## src/rtl/driver_supply_pkg.sv

```systemverilog
package driver_supply_pkg;
    // ----------------------------------------------------------------
    // Command codes
    // ----------------------------------------------------------------
    localparam logic [7:0] CMD_OV_FAULT_THRESHOLD = 8'hF5;
    localparam logic [7:0] CMD_UV_FAULT_THRESHOLD = 8'hF6;
    localparam logic [7:0] CMD_OV_FAULT_ACTION = 8'hF8;

    // ----------------------------------------------------------------
    // Reset values and field layout
    // ----------------------------------------------------------------
    localparam logic [15:0] OV_THRESHOLD_RESET = 16'h7BFF;
    localparam logic [15:0] UV_THRESHOLD_RESET = 16'h0000;
    localparam logic [7:0] OV_ACTION_RESET = 8'h00;
    localparam int ACTION_RESP_MSB = 7;
    localparam int ACTION_RESP_LSB = 6;
    localparam int ACTION_RETRY_MSB = 5;
    localparam int ACTION_RETRY_LSB = 3;
    localparam int ACTION_TIME_MSB = 2;
    localparam int ACTION_TIME_LSB = 0;
    localparam logic [1:0] RESP_IGNORE = 2'h0;
    localparam logic [1:0] RESP_RETRY = 2'h2;
    localparam logic [1:0] RESP_RESUME = 2'h3;
    localparam logic [2:0] RETRY_NONE = 3'h0;
    localparam logic [2:0] RETRY_FOREVER = 3'h7;

    // ----------------------------------------------------------------
    // Thresholds in percent of the fault limit
    // ----------------------------------------------------------------
    localparam logic [7:0] PCT_OV_WARN = 8'h5A;
    localparam logic [7:0] PCT_UV_WARN = 8'h6E;
    localparam logic [7:0] PCT_OV_RESUME = 8'h5F;
    localparam logic [7:0] PCT_FULL = 8'h64;

    // ----------------------------------------------------------------
    // Timing
    // ----------------------------------------------------------------
    localparam int CLK_HZ = 10000000;
    localparam int RETRY_UNIT_MS = 35;
    localparam int RETRY_UNIT_CYCLES = RETRY_UNIT_MS * (CLK_HZ / 1000);
    localparam int DELAY_W = 24;

    // ----------------------------------------------------------------
    // Types
    // ----------------------------------------------------------------
    typedef enum logic [1:0] {
        ST_RUN = 2'b00,
        ST_RETRY_WAIT = 2'b01,
        ST_LATCHED = 2'b10,
        ST_RESUME_WAIT = 2'b11
    } sup_state_e;

    typedef struct packed {
        logic valid;
        logic write;
        logic [7:0] code;
        logic [15:0] wdata;
    } cmd_s;

    typedef struct packed {
        logic valid;
        logic ack;
        logic [15:0] data;
    } rsp_s;

    typedef struct packed {
        logic ov_fault;
        logic ov_warn;
        logic uv_fault;
        logic uv_warn;
    } status_s;

    typedef struct packed {
        logic [15:0] ov_threshold;
        logic [15:0] uv_threshold;
        logic [7:0] ov_action;
        sup_state_e st;
        logic [DELAY_W-1:0] delay_cnt;
        logic [2:0] tries_left;
        logic retrying;
        logic output_enable;
        logic alert_line_n;
        status_s status;
        rsp_s rsp;
    } sup_state_s;
endpackage : driver_supply_pkg

```

## src/rtl/driver_supply_fault_supervisor.sv

```systemverilog
`timescale 1ns/1ns
// What this block does
// - Holds 16-bit overvoltage fault threshold, writable
// - Overvoltage warning at ninety percent of fault
// - Holds 16-bit undervoltage fault threshold, writable
// - Undervoltage warning at 110 percent of fault
// - Response field: ignore, retry, or resume
// - Any mode: alert low, set fault bit
// - Retry mode: disable at once, then retry
// - Resume mode: re-enable below 95 percent
// - Retry count field sets restart attempts
// - Count zero: stay off until fault cleared or output commanded off
// - Count seven: retry without limit
// - Retry spacing is (time+1) times 35 ms
module driver_supply_fault_supervisor #(
    parameter int RETRY_UNIT = driver_supply_pkg::RETRY_UNIT_CYCLES
) (
    // Clock and reset
    input wire logic clk,
    input wire logic rst_n,
    // Command port
    input wire driver_supply_pkg::cmd_s cmd,
    output driver_supply_pkg::rsp_s rsp,
    // Monitor and control
    input wire logic [15:0] driver_supply_monitor,
    input wire logic output_cmd_on,
    input wire logic clear_fault,
    // Results
    output logic output_enable,
    output logic alert_line_n,
    output driver_supply_pkg::status_s status
);
    import driver_supply_pkg::*;

    // ----------------------------------------------------------------
    // Internal state
    // ----------------------------------------------------------------
    sup_state_s q;
    sup_state_s next_q;
    logic ov_hit;
    logic ov_warn_hit;
    logic ov_resume_ok;
    logic uv_hit;
    logic uv_warn_hit;
    logic [1:0] resp_mode;
    logic [2:0] retry_field;
    logic [2:0] time_field;
    logic [2:0] tries_now;
    logic [DELAY_W-1:0] delay_load;

    // ----------------------------------------------------------------
    // Threshold comparison
    // ----------------------------------------------------------------
    // One raw sample over a limit counts; the reading is not filtered here
    // Purely combinational, so a threshold write takes effect from the next edge
    driver_supply_compare u_compare (
        .meas(driver_supply_monitor),
        .ov_threshold(q.ov_threshold),
        .uv_threshold(q.uv_threshold),
        .ov_hit(ov_hit),
        .ov_warn_hit(ov_warn_hit),
        .ov_resume_ok(ov_resume_ok),
        .uv_hit(uv_hit),
        .uv_warn_hit(uv_warn_hit)
    );

    // ----------------------------------------------------------------
    // Action field decode
    // ----------------------------------------------------------------
    assign resp_mode = q.ov_action[ACTION_RESP_MSB:ACTION_RESP_LSB];
    assign retry_field = q.ov_action[ACTION_RETRY_MSB:ACTION_RETRY_LSB];
    assign time_field = q.ov_action[ACTION_TIME_MSB:ACTION_TIME_LSB];
    // Down counter reaches zero one cycle short of (time+1) units; output returns after exactly (time+1)
    assign delay_load = DELAY_W'(({21'h0, time_field} + 24'h1) * DELAY_W'(RETRY_UNIT)) - 24'h1;
    // A fresh fault reloads the budget; a fault during retrying spends it
    // The budget only refills when the output is commanded off or a latch is released
    assign tries_now = q.retrying ? q.tries_left : retry_field;

    always_comb begin
        next_q = q;

        // ------------------------------------------------------------
        // Command decode
        // ------------------------------------------------------------
        next_q.rsp.valid = cmd.valid;
        next_q.rsp.ack = 1'b0;
        next_q.rsp.data = 16'h0000;
        if (cmd.valid) begin
            if (cmd.code == CMD_OV_FAULT_THRESHOLD) begin
                next_q.rsp.ack = 1'b1;
                next_q.rsp.data = q.ov_threshold;
                if (cmd.write) begin
                    next_q.ov_threshold = cmd.wdata;
                end
            end else if (cmd.code == CMD_UV_FAULT_THRESHOLD) begin
                next_q.rsp.ack = 1'b1;
                next_q.rsp.data = q.uv_threshold;
                if (cmd.write) begin
                    next_q.uv_threshold = cmd.wdata;
                end
            end else if (cmd.code == CMD_OV_FAULT_ACTION) begin
                next_q.rsp.ack = 1'b1;
                next_q.rsp.data = {8'h00, q.ov_action};
                if (cmd.write) begin
                    next_q.ov_action = cmd.wdata[7:0];
                end
            end
        end

        // ------------------------------------------------------------
        // Sticky status; a new event wins over a clear in one cycle
        // ------------------------------------------------------------
        if (clear_fault) begin
            next_q.status = '0;
        end
        if (ov_hit) begin
            next_q.status.ov_fault = 1'b1;
        end
        if (ov_warn_hit) begin
            next_q.status.ov_warn = 1'b1;
        end
        if (uv_hit) begin
            next_q.status.uv_fault = 1'b1;
        end
        if (uv_warn_hit) begin
            next_q.status.uv_warn = 1'b1;
        end
        // Undervoltage only flags and alerts; it has no response of its own
        next_q.alert_line_n = ~(next_q.status.ov_fault | next_q.status.uv_fault);

        // ------------------------------------------------------------
        // Overvoltage response
        // ------------------------------------------------------------
        case (q.st)
            ST_RUN: begin
                next_q.output_enable = output_cmd_on;
                if (!output_cmd_on) begin
                    next_q.retrying = 1'b0;
                end else if (ov_hit && resp_mode == RESP_RETRY) begin
                    next_q.output_enable = 1'b0;
                    if (tries_now == RETRY_NONE) begin
                        next_q.st = ST_LATCHED;
                    end else begin
                        next_q.st = ST_RETRY_WAIT;
                        next_q.tries_left = tries_now;
                        next_q.delay_cnt = delay_load;
                    end
                end else if (ov_hit && resp_mode == RESP_RESUME) begin
                    next_q.output_enable = 1'b0;
                    next_q.st = ST_RESUME_WAIT;
                end
                // Codes 00 and 01 fall through the full compares: output left alone
            end
            ST_RETRY_WAIT: begin
                next_q.output_enable = 1'b0;
                if (!output_cmd_on) begin
                    next_q.st = ST_RUN;
                    next_q.retrying = 1'b0;
                end else if (q.delay_cnt == '0) begin
                    next_q.st = ST_RUN;
                    next_q.output_enable = 1'b1;
                    next_q.retrying = 1'b1;
                    if (q.tries_left != RETRY_FOREVER) begin
                        next_q.tries_left = q.tries_left - 3'h1;
                    end
                end else begin
                    next_q.delay_cnt = q.delay_cnt - 24'h1;
                end
            end
            ST_LATCHED: begin
                next_q.output_enable = 1'b0;
                // Only a clear or a command off releases the latch
                if (clear_fault || !output_cmd_on) begin
                    next_q.st = ST_RUN;
                    next_q.retrying = 1'b0;
                end
            end
            ST_RESUME_WAIT: begin
                next_q.output_enable = 1'b0;
                if (!output_cmd_on) begin
                    next_q.st = ST_RUN;
                end else if (ov_resume_ok) begin
                    next_q.st = ST_RUN;
                    next_q.output_enable = 1'b1;
                end
            end
            default: begin
                next_q.st = ST_RUN;
                next_q.output_enable = 1'b0;
            end
        endcase
    end

    // ----------------------------------------------------------------
    // State register
    // ----------------------------------------------------------------
    // Reset loads each field from a constant; the live path copies next_q whole
    always_ff @(posedge clk or negedge rst_n) begin
        if (!rst_n) begin
            q.ov_threshold <= OV_THRESHOLD_RESET;
            q.uv_threshold <= UV_THRESHOLD_RESET;
            q.ov_action <= OV_ACTION_RESET;
            q.st <= ST_RUN;
            q.delay_cnt <= '0;
            q.tries_left <= 3'h0;
            q.retrying <= 1'b0;
            q.output_enable <= 1'b0;
            q.alert_line_n <= 1'b1;
            q.status <= '0;
            q.rsp <= '0;
        end else begin
            q <= next_q;
        end
    end

    // ----------------------------------------------------------------
    // Outputs
    // ----------------------------------------------------------------
    // All outputs are register bits, so the host never sees decode glitches
    assign output_enable = q.output_enable;
    assign alert_line_n = q.alert_line_n;
    assign status = q.status;
    assign rsp = q.rsp;
endmodule : driver_supply_fault_supervisor

```

## src/rtl/driver_supply_compare.sv

```systemverilog
`timescale 1ns/1ns
module driver_supply_compare (
    // Linear-format inputs
    input wire logic [15:0] meas,
    input wire logic [15:0] ov_threshold,
    input wire logic [15:0] uv_threshold,
    // Comparison results
    output logic ov_hit,
    output logic ov_warn_hit,
    output logic ov_resume_ok,
    output logic uv_hit,
    output logic uv_warn_hit
);
    import driver_supply_pkg::*;

    // ----------------------------------------------------------------
    // Linear to fixed point, 8 fraction bits
    // ----------------------------------------------------------------
    // Negative mantissas clamp to zero: a supply cannot be below ground
    function automatic logic [39:0] to_fixed(input logic [15:0] lin);
        logic signed [5:0] sh;
        logic [39:0] m;
        sh = 6'($signed(lin[15:11])) + 6'sd8;
        m = lin[10] ? 40'h0 : {30'h0, lin[9:0]};
        if (sh >= 0) begin
            to_fixed = m << sh;
        end else begin
            to_fixed = m >> (-sh);
        end
    endfunction : to_fixed

    logic [47:0] m_pct;
    logic [47:0] ov_fix;
    logic [47:0] uv_fix;

    always_comb begin
        m_pct = {8'h0, to_fixed(meas)} * {40'h0, PCT_FULL};
        ov_fix = {8'h0, to_fixed(ov_threshold)};
        uv_fix = {8'h0, to_fixed(uv_threshold)};
        ov_hit = m_pct > ov_fix * {40'h0, PCT_FULL};
        ov_warn_hit = m_pct > ov_fix * {40'h0, PCT_OV_WARN};
        ov_resume_ok = m_pct < ov_fix * {40'h0, PCT_OV_RESUME};
        uv_hit = m_pct < uv_fix * {40'h0, PCT_FULL};
        uv_warn_hit = m_pct < uv_fix * {40'h0, PCT_UV_WARN};
    end
endmodule : driver_supply_compare

```

## config.mk

```make
export PLATFORM = sky130hd
export DESIGN_NAME = driver_supply_fault_supervisor
export DESIGN_NICKNAME = d
export VERILOG_FILES = /design/src/rtl/driver_supply_pkg.sv /design/src/rtl/driver_supply_fault_supervisor.sv /design/src/rtl/driver_supply_compare.sv
export SDC_FILE = /design/constraint.sdc
export NUM_CORES = 2
export LEC_CHECK = 0
export BUFFER_PORTS_ARGS = -buffer_cell sky130_fd_sc_hd__clkbuf_2
export CORE_UTILIZATION = 55
export DETAILED_ROUTE_END_ITERATION = 6
export GPL_TIMING_DRIVEN = 0
export PLACE_DENSITY = 0.7
export SLEW_MARGIN = 0
export SYNTH_ARGS = -nofsm -noshare
export SYNTH_HDL_FRONTEND = slang
export SYNTH_SLANG_ARGS = --single-unit
```

## constraint.sdc

```tcl
create_clock -name clk -period 10.3 [get_ports clk]
set_input_delay 0.515 -clock clk [delete_from_list [all_inputs] [get_ports clk]]
set_output_delay 0.515 -clock clk [all_outputs]
set_load 0.01 [all_outputs]
```

==> impl_results.md <==
* Result of the run: completed
* Syn Inst Count at between 5000 and 6000
* Half-perimeter wire length after placement at 98.94 mm
* Die ar. at about 79000 sq um
* Fraction of met3 tracks used by global routing at 0.01895
* Count leader, synth: sky130_fd_sc_hd__inv_1
* Number of ports placed on the die boundary at 70
* DRC Markers at 0
* Most numerous cell on the critical path: sky130_fd_sc_hd__ha_1
* Global-route met2 utilization at 0.5218
* First-pass GRT wire length at about 190 mm
* Number of cells on the worst reg-to-reg path at 33
* Slowest CP cell: sky130_fd_sc_hd__xnor2_1
* Highest attainable clock frequency at roughly 100 MHz
* Core footprint at just under 80000 sq um
* # H-tree levels at 3
* Root Driver: sky130_fd_sc_hd__clkbuf_16
* Post-synthesis register bit count at 94
* Area growth from synthesis to layout at 5.607%
* Cell area after layout at about 45000 sq um
* Synth warn at 0
* Layer with the highest usage: met2
* Minimum clock period at 9976 ps
* Worst path max stage delay at around 800 ps
* Wirelength, routed at about 110 mm
* Count of clock tree sinks at 94
* Vias per cell at a little under 6
* First-pass iteration count of the detailed router at 6
* Syn avg cell area at approximately 8.3 sq um
* Number of core rows at ~100
* Worst slew margin at 0.1640
* Setup Skew at roughly 11 ps
* Clock tree from TritonCTS: yes
* Start-to-end type of the worst setup path: primary input to flip-flop
* Iteration-0 DRC count of the detailed router at approximately 2100
* Number of clock buffers inserted by TritonCTS at 9
* Largest net degree at the start of global routing at 66
* Cell type with the highest aggregate area in the netlist: sky130_fd_sc_hd__ha_1
* Final hold violation count at 0
* Antenna Nets Post-Route at 0
* Total of buffers placed on input and output ports at 67
* Via count at approximately 37000
* Final instance count without filler cells at 6331
* Number of unique standard cell types used by synthesis at slightly below 90
* Diode count at 0
* Category of the worst setup path capture point: flip-flop
* Most frequent cells after synthesis: sky130_fd_sc_hd__inv_1 (978), sky130_fd_sc_hd__ha_1 (833), sky130_fd_sc_hd__fa_1 (440)
* Clk Latency, worst-skew pair at 360 ps
* Primary FF master, synth: sky130_fd_sc_hd__dfrtp_1
* Period utilisation layout at 0.9686
* Top cell type's share of synthesized area at 0.2429
* Routability congestion estimate at a little under 1
* Dominant cells by area after synthesis: sky130_fd_sc_hd__ha_1 (24%), sky130_fd_sc_hd__fa_1 (21%), sky130_fd_sc_hd__inv_1 (8.6%)
* Initial Util at 0.5548
* Placed inst area at between 40000 and 50000 sq um
* Path category of the worst min-delay check: primary input to async pin
* Arrival time worst endpoint at just over 10000 ps
* Count of flip-flops with a built-in enable after synthesis at 0
* Sequential fraction of the synthesis area at 0.05526
* Buffers from clock root to sink, at most at 2
* Cell area after synthesis at around 43000 sq um
* Vias in the first global route at 36850
* # nets final at roughly 6600
* Wire length per cell after detailed routing at between 15 and 20 microns
* Final count of pins violating max slew at 0
* Final Total Pwr at ~2600 uW
* Nature of the critical path startpoint: primary input
* Global route overflow at 0
* Worst slew pin tran at approximately 1200 ps
* Number of hold buffers added after cts at 0
* Final Setup Violations at 0
* Antenna violations before repair at 0
* Fraction of layout instances using a drive strength above 1 at 0.05594
* Die Span X at roughly 280 microns
* Global Route Usage Sum at 0.2961
* Largest fanout of any net on the critical path at 10
* Peak VDD IR at 0.0001560 V
* Leak pwr at about 0.026 uW
* Max-Cap Viols at 0
* Async set or reset register ratio after synthesis at 1.000
* Power Density at 58.42 nW/um^2
* Total instance count after detailed placement at between 6000 and 7000
* Clock transition at the registers of the reported paths at about 70 ps
* Syn nets at about 6500
* Overall die height at roughly 280 microns
* Global routing met1 resource utilization at 0.3875
* Required time worst endpoint at between 10000 and 15000 ps
registers in the layout, indices dropped and copies added (netlist names):
signal	cells
status	4
output_enable	1
q	70
rsp	18
alert_line_n	1
path summary, 6_finish.rpt:
| check | startpoint | to | slack [ps] |
|---|---|---|---|
| hold / removal | rst_n | status[0] | 120 |
| max in group asynchronous | rst_n | q[80] | 9440 |
| min in group clk | cmd[25] | rsp[17] | 290 |
| setup / recovery | driver_supply_monitor[12] | q[28] | 320 |
| setup reg to reg | q[89] | q[52] | 470 |
| hold reg to reg | q[46] | q[46] | 500 |
cell families (layout without fill, tap and decap cells):
kind of cell | after synthesis | count (layout) | share of synthesized area
muxes | 99 | 99 | 0.02808
AOI/OAI and AO/OA | 1216 | 1216 | 0.1840
buffers and inverters | 1114 | 1210 | 0.09949
DFF | 94 | 94 | 0.05526
and+or+nand+nor | 1150 | 1150 | 0.1342
xor gates and xnor gates | 249 | 249 | 0.05082
adders and majority gates | 1273 | 1273 | 0.4482
through the flow:
step | worst slack (ps) | setup TNS [ps] | hold WS, ps | utilization
after global routing | -12.80 | -12.80 | 152.7 | 0.5859
after CTS | 6.027 | 0 | 133.7 | 0.5833
after detailed placement | -1427 | -40940 | 487.8 | 0.5776
after global placement | -2792 | -85970 | 486.6 | 0.5760
final | 323.9 | 0 | 120.3 | 0.5859
after floorplan | 1390 | 0 | 219.4 | -
layout by cell type (no fill, tap or decap), types with 87 or more instances in the layout:
| master | Yosys | routed |
|---|---|---|
| sky130_fd_sc_hd__xor2_1 | 127 | 126 |
| sky130_fd_sc_hd__xnor2_1 | 122 | 117 |
| sky130_fd_sc_hd__inv_1 | 978 | 977 |
| sky130_fd_sc_hd__nor2_1 | 217 | 216 |
| sky130_fd_sc_hd__ha_1 | 833 | 832 |
| sky130_fd_sc_hd__nand4_1 | 87 | 87 |
| sky130_fd_sc_hd__nand2b_1 | 88 | 87 |
| sky130_fd_sc_hd__o21ai_0 | 236 | 228 |
| sky130_fd_sc_hd__a21o_1 | 224 | 224 |
| sky130_fd_sc_hd__a21oi_1 | 326 | 323 |
| sky130_fd_sc_hd__fa_1 | 440 | 440 |
| sky130_fd_sc_hd__nand2_1 | 329 | 321 |
worst max-delay path, delay by kind of cell:
| family | cells | cell delay (ps) |
|---|---|---|
| AO/OA/AOI/OAI | 15 | 3650 |
| adder cells (fa/ha/maj) | 6 | 2180 |
| buffers and inverters | 8 | 1780 |
| XOR/XNOR | 1 | 790 |
| multiplexers | 2 | 650 |
| AND/OR/NAND/NOR | 4 | 610 |
per-layer routing:
layer / wire length, microns / part of all wire
met5: 0 / 0
met4: 3812 / 0.033
met3: 4771 / 0.042
met2: 54980 / 0.48
met1: 50730 / 0.44
report_power, final:
| group | internal [uW] | switching (uW) | total, uW |
|---|---|---|---|
| clock | 172 | 162 | 334 |
| sequential | 423 | 61.9 | 485 |
| combinational | 725 | 1100 | 1830 |
| total | 1320 | 1330 | 2650 |
cell type report:
| class | instances | area (sq um) |
|---|---|---|
| buffer | 131 | 588.1 |
| clock buffer | 9 | 225.2 |
| timing repair buffer | 82 | 485.5 |
| tap | 1040 | 1301 |
| multi-input combinational | 3987 | 36590 |
| inverter | 981 | 3682 |
| clock inverter | 7 | 73.82 |
| sequential | 94 | 2371 |
| fill | 7230 | 32020 |
repair_timing:
| item | in CTS | in global routing |
|---|---|---|
| pin swaps | 1 | 2 |
| gates cloned | 0 | 0 |
| endpoints found under the setup margin | 33 | 34 |
| gates resized for setup | 29 | 40 |
| setup buffers | 1 | 5 |
(Power assumes the default switching activity.)
